==> config.mk <==
export PLATFORM = sky130hd
export DESIGN_NAME = mwj_top
export DESIGN_NICKNAME = d
export VERILOG_FILES = /design/src/rtl/mwj_pkg.sv /design/src/rtl/mwj_top.sv /design/src/rtl/mwj_timer.sv
export SDC_FILE = /design/constraint.sdc
export NUM_CORES = 1
export LEC_CHECK = 0
export BUFFER_PORTS_ARGS = -buffer_cell sky130_fd_sc_hd__buf_2
export CAP_MARGIN = 20
export CORE_ASPECT_RATIO = 1.75
export CORE_UTILIZATION = 40
export DETAILED_ROUTE_END_ITERATION = 8
export GPL_TIMING_DRIVEN = 0
export PLACE_DENSITY = 0.56
export SKIP_LAST_GASP = 1
export SLEW_MARGIN = 20
export SYNTH_ARGS = -nofsm -noshare
export SYNTH_HDL_FRONTEND = slang
export SYNTH_SLANG_ARGS = --single-unit
==> constraint.sdc <==
create_clock -name pclk -period 5.95 [get_ports pclk]
set_input_delay 1.19 -clock pclk [delete_from_list [all_inputs] [get_ports pclk]]
set_output_delay 1.19 -clock pclk [all_outputs]
set_load 0.02 [all_outputs]
==> src/rtl/mwj_pkg.sv <==
package mwj_pkg;

  // register byte addresses
  localparam logic [7:0] WAKE_PATTERN_DATA_ADDR = 8'h70;
  localparam logic [7:0] TIMER_CTRL_ADDR        = 8'h78;
  localparam logic [7:0] SEC_STATUS_ADDR        = 8'h80;
  localparam logic [7:0] SEC_IRQ_ENABLE_ADDR    = 8'h84;
  localparam logic [7:0] WAKE_LOAD_CTRL_ADDR    = 8'h8c;

  // wake-up filter image layout
  localparam int WAKE_WORDS        = 25;
  localparam int WAKE_PATTERNS     = 5;
  localparam int WAKE_WORDS_PER    = 5;
  localparam int WAKE_CRC_WORD     = 4;
  localparam int WAKE_CRC_LSB      = 16;
  localparam int WAKE_OFFSET_LSB   = 0;
  localparam int WAKE_OFFSET_WIDTH = 8;
  localparam logic [4:0] WAKE_LAST_IDX = 5'h18;

  // timer control fields
  localparam int RX_WDOG_RELEASE_SEL_BIT = 5;
  localparam int RX_WDOG_OFF_BIT         = 4;
  localparam int JABBER_CUTOFF_SEL_BIT   = 2;
  localparam int NO_JABBER_LOCKOUT_BIT   = 1;
  localparam int JABBER_OFF_BIT          = 0;
  localparam logic [5:0] TIMER_CTRL_RESET = 6'h00;

  // secondary status / enable fields
  localparam int TX_EARLY_BIT   = 31;
  localparam int RX_EARLY_BIT   = 30;
  localparam int XCVR_EVENT_BIT = 29;
  localparam int TX_DEFER_BIT   = 28;
  localparam int PAUSE_RX_BIT   = 26;
  localparam int BUS_ERR_LSB    = 23;
  localparam logic       XCVR_EVENT_RESET = 1'b1;
  localparam logic [2:0] BUS_ERR_RESET    = 3'h0;
  localparam logic [2:0] BUS_ERR_PARITY   = 3'h0;
  localparam logic [2:0] BUS_ERR_MASTER   = 3'h1;
  localparam logic [2:0] BUS_ERR_TARGET   = 3'h2;
  localparam logic [4:0] IRQ_ENABLE_RESET = 5'h00;

  // wake load control fields
  localparam int WAKE_PTR_RESTART_BIT = 0;
  localparam int WAKE_LOADED_BIT      = 8;

  // timing: counts in bytes / bits, times in ns
  localparam int TIMER_WIDTH        = 25;
  localparam int CLK_PERIOD_NS      = 25;
  localparam int RX_WDOG_MAX_BYTES  = 2560;
  localparam int RX_RELEASE_SHORT   = 24;
  localparam int RX_RELEASE_LONG    = 48;
  localparam int JABBER_BYTES       = 2560;
  localparam int JABBER_100_NS      = 2_600_000;
  localparam int JABBER_10_NS       = 26_000_000;
  localparam int LOCKOUT_100_NS     = 42_000_000;
  localparam int LOCKOUT_10_NS      = 420_000_000;
  localparam int JABBER_100_CYC     = JABBER_100_NS / CLK_PERIOD_NS;
  localparam int JABBER_10_CYC      = JABBER_10_NS / CLK_PERIOD_NS;
  localparam int LOCKOUT_100_CYC    = LOCKOUT_100_NS / CLK_PERIOD_NS;
  localparam int LOCKOUT_10_CYC     = LOCKOUT_10_NS / CLK_PERIOD_NS;

  typedef enum logic [1:0] {
    WD_IDLE    = 2'b00,
    WD_COUNT   = 2'b01,
    WD_EXPIRED = 2'b11,
    WD_RELEASE = 2'b10
  } mwj_wdog_e;

  typedef enum logic [1:0] {
    JB_IDLE = 2'b00,
    JB_RUN  = 2'b01,
    JB_LOCK = 2'b11
  } mwj_jab_e;

endpackage

==> src/rtl/mwj_top.sv <==
`timescale 1ns/100ps
// How it works
// - pattern entry is four mask words, then crc/offset
// - pattern offset is eight bits, zero to 255
// - watchdog releases after 24 or 48 bit-times
// - watchdog expires past 2560 bytes unless disabled
// - jabber cutoff 2.6/26 ms or 2560 byte-times
// - lockout after jabber lasts 42 or 420 ms
// - no-lockout mode re-enables transmit at once
// - jabber off disables the cutoff entirely
// - tx early flag set on fifo fill when enabled, w1c
// - rx early flag set on first descriptor when enabled, w1c
// - transceiver flag latches or of bits 6..0, w1c
// - deferred flag is latched, w1c
// - pause flag set on pause frame when enabled
// - bus error type encodes parity, master, target
// - bus error type raises no interrupt
module mwj_top #(
  parameter int JABBER_100_CYC  = mwj_pkg::JABBER_100_CYC,
  parameter int JABBER_10_CYC   = mwj_pkg::JABBER_10_CYC,
  parameter int LOCKOUT_100_CYC = mwj_pkg::LOCKOUT_100_CYC,
  parameter int LOCKOUT_10_CYC  = mwj_pkg::LOCKOUT_10_CYC
) (
  input  wire logic        pclk,
  input  wire logic        presetn,
  input  wire logic        psel,
  input  wire logic        penable,
  input  wire logic        pwrite,
  input  wire logic [7:0]  paddr,
  input  wire logic [31:0] pwdata,
  output logic [31:0]      prdata,
  output logic             pready,
  output logic             pslverr,
  input  wire logic        speed_100,
  input  wire logic        rx_carrier,
  input  wire logic        rx_byte_en,
  input  wire logic        rx_bit_en,
  input  wire logic        tx_active,
  input  wire logic        tx_byte_en,
  input  wire logic        tx_fifo_fill_evt,
  input  wire logic        rx_first_desc_evt,
  input  wire logic        tx_defer_evt,
  input  wire logic        pause_frame_evt,
  input  wire logic        pause_fn_en,
  input  wire logic [6:0]  transceiver_irq_reg,
  input  wire logic        fatal_bus_error_flag,
  input  wire logic [2:0]  bus_err_code,
  input  wire logic [4:0]  wake_rd_idx,
  output logic [31:0]      wake_rd_word,
  output logic [39:0]      wake_offsets,
  output logic [79:0]      wake_crcs,
  output logic             rx_watchdog_trip,
  output logic             tx_jabber_block,
  output logic             tx_jabber_expired
);

  // apb decode
  wire       setup_rd   = psel && !penable && !pwrite;
  wire       wr_go      = psel && penable && pwrite;
  wire       hit_wake   = (paddr == mwj_pkg::WAKE_PATTERN_DATA_ADDR);
  wire       hit_tctl   = (paddr == mwj_pkg::TIMER_CTRL_ADDR);
  wire       hit_stat   = (paddr == mwj_pkg::SEC_STATUS_ADDR);
  wire       hit_ien    = (paddr == mwj_pkg::SEC_IRQ_ENABLE_ADDR);
  wire       hit_wctl   = (paddr == mwj_pkg::WAKE_LOAD_CTRL_ADDR);
  wire       hit_any    = hit_wake | hit_tctl | hit_stat | hit_ien | hit_wctl;
  wire       wr_wake    = wr_go && hit_wake;
  wire       wr_tctl    = wr_go && hit_tctl;
  wire       wr_stat    = wr_go && hit_stat;
  wire       wr_ien     = wr_go && hit_ien;
  wire       wr_wctl    = wr_go && hit_wctl;

  // zero wait states: read data is latched in the setup cycle
  assign pready  = psel && penable;
  assign pslverr = psel && penable && !hit_any;

  // control registers
  logic [5:0] tctl_q;
  logic [4:0] ien_q;

  wire rel_sel    = tctl_q[mwj_pkg::RX_WDOG_RELEASE_SEL_BIT];
  wire wdog_off   = tctl_q[mwj_pkg::RX_WDOG_OFF_BIT];
  wire jab_sel    = tctl_q[mwj_pkg::JABBER_CUTOFF_SEL_BIT];
  wire no_lockout = tctl_q[mwj_pkg::NO_JABBER_LOCKOUT_BIT];
  wire jab_off    = tctl_q[mwj_pkg::JABBER_OFF_BIT];
  wire tx_early_irq_en = ien_q[4];
  wire rx_early_irq_en = ien_q[3];

  // reserved bits 3 and 31..6 are not stored
  always_ff @(posedge pclk or negedge presetn) begin
    if (!presetn) begin
      tctl_q <= mwj_pkg::TIMER_CTRL_RESET;
      ien_q  <= mwj_pkg::IRQ_ENABLE_RESET;
    end else begin
      if (wr_tctl) tctl_q <= pwdata[5:0] & 6'h37;
      if (wr_ien)  ien_q  <= {pwdata[31:28], pwdata[26]};
    end
  end

  // wake image
  logic [31:0] wake_mem_q [mwj_pkg::WAKE_WORDS];
  logic [4:0]  wake_ptr_q;
  logic        wake_loaded_q;

  wire wake_restart = wr_wctl && pwdata[mwj_pkg::WAKE_PTR_RESTART_BIT];
  wire wake_at_last = (wake_ptr_q == mwj_pkg::WAKE_LAST_IDX);

  // each write lands at the pointer, which steps through the image in order
  always_ff @(posedge pclk or negedge presetn) begin
    if (!presetn) begin
      wake_ptr_q    <= 5'h00;
      wake_loaded_q <= 1'b0;
    end else if (wake_restart) begin
      wake_ptr_q    <= 5'h00;
      wake_loaded_q <= 1'b0;
    end else if (wr_wake) begin
      wake_ptr_q    <= wake_at_last ? 5'h00 : wake_ptr_q + 5'h01;
      if (wake_at_last) wake_loaded_q <= 1'b1;
    end
  end

  // storage carries no reset; the image is only valid once loaded
  always_ff @(posedge pclk) begin
    if (wr_wake) wake_mem_q[wake_ptr_q] <= pwdata;
  end

  function automatic int pat_word(input int pat, input int word);
    return pat * mwj_pkg::WAKE_WORDS_PER + word;
  endfunction

  // per-pattern fields come from the fifth word of each entry
  genvar gp;
  generate
    for (gp = 0; gp < mwj_pkg::WAKE_PATTERNS; gp++) begin : g_pat
      assign wake_offsets[gp*8 +: 8] =
        wake_mem_q[pat_word(gp, mwj_pkg::WAKE_CRC_WORD)][mwj_pkg::WAKE_OFFSET_LSB +: mwj_pkg::WAKE_OFFSET_WIDTH];
      assign wake_crcs[gp*16 +: 16] =
        wake_mem_q[pat_word(gp, mwj_pkg::WAKE_CRC_WORD)][mwj_pkg::WAKE_CRC_LSB +: 16];
    end
  endgenerate

  wire idx_ok = (wake_rd_idx <= mwj_pkg::WAKE_LAST_IDX);

  // filter port: words 0..3 of an entry are mask bits 31:0 up to 127:96
  always_ff @(posedge pclk or negedge presetn) begin
    if (!presetn) begin
      wake_rd_word <= 32'h0000_0000;
    end else begin
      wake_rd_word <= idx_ok ? wake_mem_q[wake_rd_idx] : 32'h0000_0000;
    end
  end

  // secondary status
  logic tx_early_q;
  logic rx_early_q;
  logic xcvr_q;
  logic defer_q;
  logic pause_q;
  logic [2:0] bus_err_q;

  wire xcvr_any  = |transceiver_irq_reg;
  wire clr_tx_e  = wr_stat && pwdata[mwj_pkg::TX_EARLY_BIT];
  wire clr_rx_e  = wr_stat && pwdata[mwj_pkg::RX_EARLY_BIT];
  wire clr_xcvr  = wr_stat && pwdata[mwj_pkg::XCVR_EVENT_BIT];
  wire clr_defer = wr_stat && pwdata[mwj_pkg::TX_DEFER_BIT];
  wire clr_pause = wr_stat && pwdata[mwj_pkg::PAUSE_RX_BIT];
  wire set_tx_e  = tx_fifo_fill_evt && tx_early_irq_en;
  wire set_rx_e  = rx_first_desc_evt && rx_early_irq_en;
  wire set_pause = pause_frame_evt && pause_fn_en;

  // sticky flags: a set in the clearing cycle wins
  always_ff @(posedge pclk or negedge presetn) begin
    if (!presetn) begin
      tx_early_q <= 1'b0;
      rx_early_q <= 1'b0;
      xcvr_q     <= mwj_pkg::XCVR_EVENT_RESET;
      defer_q    <= 1'b0;
      pause_q    <= 1'b0;
    end else begin
      tx_early_q <= set_tx_e  | (tx_early_q & ~clr_tx_e);
      rx_early_q <= set_rx_e  | (rx_early_q & ~clr_rx_e);
      xcvr_q     <= xcvr_any  | (xcvr_q & ~clr_xcvr);
      defer_q    <= tx_defer_evt | (defer_q & ~clr_defer);
      pause_q    <= set_pause | (pause_q & ~clr_pause);
    end
  end

  // error code is held from the moment the fatal flag is seen; no event is made
  always_ff @(posedge pclk or negedge presetn) begin
    if (!presetn) begin
      bus_err_q <= mwj_pkg::BUS_ERR_RESET;
    end else if (fatal_bus_error_flag) begin
      bus_err_q <= bus_err_code;
    end
  end

  wire [31:0] stat_word = {tx_early_q, rx_early_q, xcvr_q, defer_q, 1'b0, pause_q,
                           bus_err_q, 23'h000000};
  wire [31:0] ien_word  = {ien_q[4:1], 1'b0, ien_q[0], 26'h0000000};
  wire [31:0] wctl_word = {23'h000000, wake_loaded_q, 3'h0, wake_ptr_q};
  wire [31:0] wake_word = wake_mem_q[wake_ptr_q];
  wire [31:0] rd_mux    = hit_wake ? wake_word :
                          hit_tctl ? {26'h0000000, tctl_q} :
                          hit_stat ? stat_word :
                          hit_ien  ? ien_word :
                          hit_wctl ? wctl_word : 32'h0000_0000;

  always_ff @(posedge pclk or negedge presetn) begin
    if (!presetn) begin
      prdata <= 32'h0000_0000;
    end else if (setup_rd) begin
      prdata <= rd_mux;
    end
  end

  // rx watchdog
  mwj_pkg::mwj_wdog_e wd_q;
  mwj_pkg::mwj_wdog_e wd_d;
  logic               wd_done;

  // idle already counts the first byte, and the release count starts on the first cycle without carrier
  wire        wd_bytes = (wd_q == mwj_pkg::WD_IDLE) || (wd_q == mwj_pkg::WD_COUNT);
  wire        wd_clr   = ((wd_q == mwj_pkg::WD_IDLE) && !rx_carrier) || (!wd_bytes && rx_carrier) ||
                         ((wd_q == mwj_pkg::WD_COUNT) && (wd_d != mwj_pkg::WD_COUNT));
  wire        wd_tick  = wd_bytes ? rx_byte_en : rx_bit_en;
  wire [24:0] wd_rel   = rel_sel ? 25'(mwj_pkg::RX_RELEASE_LONG) : 25'(mwj_pkg::RX_RELEASE_SHORT);
  wire [24:0] wd_limit = wd_bytes ? 25'(mwj_pkg::RX_WDOG_MAX_BYTES + 1) : wd_rel;

  mwj_timer #(.W(mwj_pkg::TIMER_WIDTH)) u_wd_timer (
    .pclk    (pclk),
    .presetn (presetn),
    .clr     (wd_clr),
    .tick    (wd_tick),
    .limit   (wd_limit),
    .done    (wd_done)
  );

  // the release count restarts if carrier returns during it
  always_comb begin
    wd_d = wd_q;
    unique case (wd_q)
      mwj_pkg::WD_IDLE:    if (rx_carrier) wd_d = mwj_pkg::WD_COUNT;
      mwj_pkg::WD_COUNT:   if (wd_done) wd_d = mwj_pkg::WD_EXPIRED;
                           else if (!rx_carrier) wd_d = mwj_pkg::WD_IDLE;
      mwj_pkg::WD_EXPIRED: if (!rx_carrier) wd_d = mwj_pkg::WD_RELEASE;
      mwj_pkg::WD_RELEASE: if (rx_carrier) wd_d = mwj_pkg::WD_EXPIRED;
                           else if (wd_done) wd_d = mwj_pkg::WD_IDLE;
    endcase
    if (wdog_off) wd_d = mwj_pkg::WD_IDLE;
  end

  always_ff @(posedge pclk or negedge presetn) begin
    if (!presetn) wd_q <= mwj_pkg::WD_IDLE;
    else          wd_q <= wd_d;
  end

  assign rx_watchdog_trip = (wd_q == mwj_pkg::WD_EXPIRED) || (wd_q == mwj_pkg::WD_RELEASE);

  // tx jabber
  mwj_pkg::mwj_jab_e jb_q;
  mwj_pkg::mwj_jab_e jb_d;
  logic              jb_done;
  logic              jb_exp_q;

  wire [24:0] jb_cut  = jab_sel   ? 25'(mwj_pkg::JABBER_BYTES) :
                        speed_100 ? 25'(JABBER_100_CYC) : 25'(JABBER_10_CYC);
  wire [24:0] jb_lock = speed_100 ? 25'(LOCKOUT_100_CYC) : 25'(LOCKOUT_10_CYC);
  wire [24:0] jb_limit = (jb_q == mwj_pkg::JB_LOCK) ? jb_lock : jb_cut;
  // idle counts the first cycle of a frame, so no byte strobe is lost at the start
  wire        jb_tick  = (jb_q != mwj_pkg::JB_LOCK && jab_sel) ? tx_byte_en : 1'b1;
  wire        jb_clr   = ((jb_q == mwj_pkg::JB_IDLE) && !tx_active) ||
                         ((jb_q != mwj_pkg::JB_IDLE) && (jb_d != jb_q));
  wire        jb_fire  = (jb_q == mwj_pkg::JB_RUN) && tx_active && jb_done;

  mwj_timer #(.W(mwj_pkg::TIMER_WIDTH)) u_jb_timer (
    .pclk    (pclk),
    .presetn (presetn),
    .clr     (jb_clr),
    .tick    (jb_tick),
    .limit   (jb_limit),
    .done    (jb_done)
  );

  // with lockout skipped the frame's own count simply starts over
  always_comb begin
    jb_d = jb_q;
    unique case (jb_q)
      mwj_pkg::JB_IDLE: if (tx_active) jb_d = mwj_pkg::JB_RUN;
      mwj_pkg::JB_RUN:  if (!tx_active) jb_d = mwj_pkg::JB_IDLE;
                        else if (jb_done) jb_d = no_lockout ? mwj_pkg::JB_IDLE : mwj_pkg::JB_LOCK;
      mwj_pkg::JB_LOCK: if (jb_done) jb_d = mwj_pkg::JB_IDLE;
      default:          jb_d = mwj_pkg::JB_IDLE;
    endcase
    if (jab_off) jb_d = mwj_pkg::JB_IDLE;
  end

  always_ff @(posedge pclk or negedge presetn) begin
    if (!presetn) begin
      jb_q     <= mwj_pkg::JB_IDLE;
      jb_exp_q <= 1'b0;
    end else begin
      jb_q     <= jb_d;
      jb_exp_q <= jb_fire && !jab_off;
    end
  end

  assign tx_jabber_block   = (jb_q == mwj_pkg::JB_LOCK);
  assign tx_jabber_expired = jb_exp_q;

endmodule // mwj_top

==> src/rtl/mwj_timer.sv <==
`timescale 1ns/100ps
// saturating tick counter; done once the count reaches limit
module mwj_timer #(
  parameter int W = 25
) (
  input  wire logic         pclk,
  input  wire logic         presetn,
  input  wire logic         clr,
  input  wire logic         tick,
  input  wire logic [W-1:0] limit,
  output logic              done
);

  logic [W-1:0] cnt_q;

  assign done = (cnt_q >= limit);

  // clear has priority so a restart never sees a stale count
  always_ff @(posedge pclk or negedge presetn) begin
    if (!presetn) begin
      cnt_q <= '0;
    end else if (clr) begin
      cnt_q <= '0;
    end else if (tick && !done) begin
      cnt_q <= cnt_q + 1'b1;
    end
  end

endmodule // mwj_timer

After elaboration in Yosys (flattened, before gate mapping):

Memories as Yosys holds them, arrays and structs flattened.
Cells that the tools add are included.

* memories kept: 1
* ROM bits: 0
* output and inout port bits: 189
* memory bits (writable): 800
* bits of input ports: 72
* latch bits: 0
* flip-flop bits (word level): 143
* logic and storage cells: 151

Memories
* wake_mem_q: depth 25, width 32, rd ports 7, clocked after Yosys merged registers in 0, wr ports 1, line mwj_top.sv:100 `logic [31:0] wake_mem_q [mwj_pkg::WAKE_WORDS];`

* $lt $le $gt $ge: 3
* equality and inequality tests: 14
* reductions and logical operators: 53
* div/mod/pow operators: 0
* shifts and indexed selects: 0
* bitwise operators: 19
* $mul: 0
* add/sub/neg operators: 3
* multiplexer cells: 41

Operators by type and width (number)
* 32-bit 2-to-1 mux: 5
* 25-bit 2-to-1 mux: 6
* 25-bit by 1-bit adder with 25-bit output, second input constant: 2
* 20-bit 2-to-1 mux: 2
* 1-bit logical AND: 30
* 2-bit 2-to-1 mux: 13
* 25-bit by 12-bit greater-or-equal comparator with 1-bit output: 1
* 25-bit greater-or-equal comparator: 1
* 8-bit == test, second input constant: 3
* 8-bit by 7-bit == test with 1-bit output, second input constant: 2
* 5-bit 2-to-1 mux: 3
* 12-bit 2-to-1 mux: 1
* 2-bit nonzero test: 5
* 1-bit zero test: 9
* 9-bit 2-to-1 mux: 1
* 1-bit OR: 9
* 2-bit case mux with 4 select lines: 1
* 1-bit 2-to-1 mux: 7
* 7-bit OR reduction: 1
* 2-bit == test, second input constant: 3
* 6-bit 2-to-1 mux: 1
* 2-bit case mux with 3 select lines: 1
* 5-bit by 1-bit adder with 5-bit output, second input constant: 1
* 1-bit bitwise AND: 5
* 10 further kinds: 20

Longest topological paths before layout:

* depth after elaboration: 12
* gate-level depth with buffers: 15
* depth with buffers taken out: 13

Modules after synthesis:

Synthesis repeated with hierarchy kept, for this count alone.

* cell total of the unflattened synthesis: 2869
* area total of the unflattened synthesis: 45561.2 um2

By module, submodules not included
* mwj_top: area each 41255.8 um2, seq. area each 26351.5 um2, instances 1, cells each 2361
* mwj_timer (u_jb_timer): area each 2219.6 um2, seq. area each 625.6 um2, instances 1, cells each 263
* mwj_timer (u_wd_timer): area each 2085.8 um2, seq. area each 625.6 um2, instances 1, cells each 245

Least setup slack after synthesis:

No wires, ideal clock.

* path type: input port to flip-flop
* from: input port paddr[2]
* to: memory wake_mem_q[9][0] (enable)
* required time: 5.489 ns
* path buffers: 3
* library setup time: 0.461 ns
* slack: 0.723 ns
* stages: 7
* arrival: 4.766 ns
* path through: clkbuf_1 -> nor4bb_1 -> and4b_1 -> clkbuf_1 -> nand2_1 -> clkbuf_1 -> nor3_1

* longest elaborated chain between the ends: 4

Ends and longest elaborated chain
* start: declaration: line mwj_top.sv:29 `input wire logic [7:0] paddr,`
* 8-bit by 7-bit == test with 1-bit output: line mwj_top.sv:60 `wire hit_wake = (paddr == mwj_pkg::WAKE_PATTERN_DATA_ADDR);`
* 1-bit logical AND: line mwj_top.sv:66 `wire wr_wake = wr_go && hit_wake;`
* 1-bit 2-to-1 mux: line mwj_top.sv:123 `if (wr_wake) wake_mem_q[wake_ptr_q] <= pwdata;`
* 1-bit 2-to-1 mux (implied by the code): line mwj_top.sv:123
* end: declaration: line mwj_top.sv:100

Every way passes these cells.

Worst setup path in the final report:

* from: register wake_ptr_q[2]
* to: memory wake_mem_q[22][19] (enable)

RTL lines
* start: declaration: line mwj_top.sv:101 `logic [4:0] wake_ptr_q;`
* start signal: assignment: line mwj_top.sv:116 `wake_ptr_q <= wake_at_last ? 5'h00 : wake_ptr_q + 5'h01;`

Straight into the memory's write port.

==> flow_summary.yaml <==
run_status:
  outcome: "finished, final reports clean"
power:
  p_comb_share_pct: 7.0
  vdd_drop_max_v: 0.000230
  share_clk_of_total_power_pct: 42.9
  seq_power_share_pct: 50.1
  p_per_area_nw_per_um2: 280
  power.net_switching_w: 0.00347
  intPower_w: 0.0110
  switching_share_pct: 23.9
  power.leakage_nw: 18.2
clock_tree:
  post_cts.resized_instances: 0
  worst_setup_hold_path_clk_slew_ns: 0.06
  postCtsSetupRepairBufs: 0
  number_of_buffers_added_by_the_clock_tree_synthesis_step: 92
  clk_latency_ns: 0.72
  number_of_sinks_on_the_clock_net: 943
  tritoncts_clock_tree: "yes"
  htreeDepth: 3
  cts_root_buf: "sky130_fd_sc_hd__clkbuf_16"
  cts_buffer_depth: 3
  cts_hold_buf: 0
timing:
  finalClockSkew_ns: 0.0345
  timing.final.ws_setup_ns: 1.48
  max_transition_margin_pct: 13.1
  finalHoldViolCount: 0
  finalSetupViolations: 0
  worst-slew-pin-transition_ns: 1.29
  timing.final.crit_period_ns: 4.47
  grt_setup_unrepaired: "false"
  final_max_slew_viol_count: 0
  timing.final.crit_share_pct: 75.1
  maxClockFrequency_mhz: 224
place:
  dp_cells: 4417
  worst_setup_timing_slack_at_the_placement_stage_ns: 1.01
  io_buffer_count: 254
  global_placement_routability_congestion: 0.937
  dp.final_hpwl_um: 123000
synthesis:
  synth_sequential_area_ratio_pct: 62.0
  synthesis.nets: 2720
  synthCells: 2619
  async_flop_share_pct: 15.2
  cell_type_with_the_largest_total_area_after_synthesis: "sky130_fd_sc_hd__edfxtp_1"
  synth_edf_count: 800
  top_cells_by_area_synth: "sky130_fd_sc_hd__edfxtp_1 54%, sky130_fd_sc_hd__mux4_2 21%, sky130_fd_sc_hd__dfrtp_1 8.0%"
  synth.distinct_cells: 71
  synth.top_cell.area_share_pct: 53.9
  ys.flop_type: "sky130_fd_sc_hd__edfxtp_1"
  synth.cell_area_sq_um: 44500
  ys_warn_count: 0
  ys_ff_latch: 943
  post_synth.cell_area_avg_sq_um: 17.0
floorplan:
  die_outline_area_sq_um: 113000
  std_cell_rows: 161
  core_area_sq_um: 110000
  die_height_um: 443
  die_x_um: 254
  initial_utilization_pct: 40.4
  io-pin-count: 261
detailed_routing:
  initial_drc_count: 3958
  vias_per_cell: 6.39
  drc: 0
  wirelength_um: 172000
  post_drt_wl_per_cell_um: 37.4
  firstDrtPassIters: 7
  antenna_violating_nets_post_route: 0
  dr_vias: 29377
finish:
  final-seq-area_sq_um: 27600
  fin_cells: 4597
  final.fill_count: 9548
  post_route_cells_drive_above_1_share_pct: 36.8
  multiInputGateArea_sq_um: 15400
  post-route-util_pct: 47.0
  syn_to_final_growth_pct: 16.2
  fin_nets: 3146
flow_run:
  max-cap-violations: 0
global_routing:
  first_global_vias: 30023
  gr-usage-all-layers_pct: 30.7
  grt_max_degree: 83
  overflow: 0
  initial_antenna_violation_count: 11
  grt_pass1_wl_um: 235000
setup_path:
  crit_fanout: 17
  crit_path_dat_ns: 4.87
  crit_type: "reg -> reg"
  timing.critical_path.from_type: "register"
  worstPathRequired_ns: 6.35
  crit_path_end_kind: "register"
worst_hold_path:
  classification_of_the_worst_slack_hold_path: "in -> async"
==> power by group through the flow <==
| stage | Sequential, W | Combinational [W] | Clock, W |
|---|---|---|---|
| finish | 0.00727 | 0.00101 | 0.00622 |
| global placement | 0.00740 | 0.000973 | 0 |
| detailed placement | 0.00741 | 0.00100 | 0 |
| CTS | 0.00727 | 0.00100 | 0.00627 |
| floorplan | 0.00744 | 0.000483 | 0 |
| global route | 0.00727 | 0.00106 | 0.00648 |
==> per-stage QoR <==
stage | area, sq um | setup TNS [ns] | total power, W | hold slack, ns
3_5_place_dp | 48600 | 0 | 0.00841 | 0.472
6_report | 51800 | 0 | 0.0145 | 0.449
5_1_grt | 51700 | 0 | 0.0148 | 0.490
2_1_floorplan | 44500 | 0 | 0.00792 | 0.444
3_3_place_gp | 47700 | -1132.25 | 0.00838 | 0.470
4_1_cts | 51700 | 0 | 0.0145 | 0.445
==> cell usage after synthesis (all sizes together) (4+ instances only) <==
master,count
o22ai,14
dfrtp,142
a31oi,16
or4,22
a22o,7
o221ai,4
and2,24
a211oi,9
o21a,8
mux2i,126
nand2b,9
nor4,10
nand4,17
or4b,4
clkbuf,90
or3,15
buf,204
and3,18
nor3,24
o21ai,107
a221oi,10
nor2b,4
a21oi,74
mux2,23
nand3,45
ha,29
inv,15
mux4,406
o31ai,17
edfxtp,800
nor2,94
nand2,178
nor3b,5
==> critical path: stages, from the launching register on <==
cell                       delay (ns)
sky130_fd_sc_hd__dfrtp_1         0.34
sky130_fd_sc_hd__buf_2           0.41
sky130_fd_sc_hd__buf_2           0.65
sky130_fd_sc_hd__buf_1           0.89
sky130_fd_sc_hd__clkbuf_1        0.57
sky130_fd_sc_hd__nand2_1         0.22
sky130_fd_sc_hd__nor2_1          0.22
sky130_fd_sc_hd__and2_2          0.57
sky130_fd_sc_hd__buf_12          0.26
==> routing by layer <==
layer	global-route usage, %	vias to the layer above	part of all wire [%]
li1	-	11427	-
met1	35.3	15447	33
met2	50.4	1999	49
met3	5.75	496	8.5
met4	23.7	8	8.7
met5	0	-	0.031
==> cell usage in the layout, fill, tap and decap left out, drive strengths merged, types with 24 or more instances in the layout <==
master | netlist | routed
nor3 | 24 | 24
mux2i | 126 | 126
nor2 | 94 | 94
mux4 | 406 | 406
o21ai | 107 | 107
and2 | 24 | 24
a21oi | 74 | 74
ha | 29 | 29
clkinv | 2 | 39
nand3 | 45 | 45
dfrtp | 142 | 142
nand2 | 178 | 178
edfxtp | 800 | 800
clkbuf | 90 | 202
buf | 204 | 535
==> registers in the layout (all words and copies together) (netlist names), 5 cells and up <==
signal,cells
wake_rd_word,32
wake_mem_q,800
tctl_q,5
wake_ptr_q,5
u_wd_timer.cnt_q,25
u_jb_timer.cnt_q,25
prdata,32
ien_q,5
==> layout make-up <==
| type | count | share of cell area [%] |
|---|---|---|
| buffer | 294 | 3.22 |
| antenna | 8 | 0.0387 |
| clock inverter | 60 | 1.28 |
| timing repair buffer | 332 | 3.99 |
| clock buffer | 111 | 4.81 |
| sequential | 943 | 53.3 |
| tap | 1467 | 3.55 |
| inverter | 17 | 0.123 |
| multi-input combinational | 1365 | 29.7 |
==> final timing paths <==
check / from / endpoint / slack, ns / depth (start not counted)
max in group asynchronous: presetn / wake_rd_word[20]$_DFF_PN0_ / 4.63 / 2
min: presetn / tx_jabber_expired$_DFF_PN0_ / 0.45 / 1
max reg2reg: wake_ptr_q[2]$_DFFE_PN0P_ / wake_mem_q[22][19]$_DFFE_PP_ / 1.48 / 8
min reg2reg: u_wd_timer.cnt_q[20]$_DFFE_PN0P_ / u_wd_timer.cnt_q[20]$_DFFE_PN0P_ / 0.48 / 1
min in group pclk: u_wd_timer.cnt_q[20]$_DFFE_PN0P_ / u_wd_timer.cnt_q[20]$_DFFE_PN0P_ / 0.48 / 1
max: wake_ptr_q[2]$_DFFE_PN0P_ / wake_mem_q[22][19]$_DFFE_PP_ / 1.48 / 8
==> logic make-up after synthesis <==
group	after synthesis	share of synthesized area [%]
DFF	943	62.0
muxes	555	23.9
and+or+nand+nor	479	5.24
buffers and inverters	311	3.85
AOI/OAI and AO/OA	297	4.09
adders and majority gates	29	0.815
xor gates and xnor gates	5	0.0983
No activity file was read; power rests on OpenSTA's default activity.
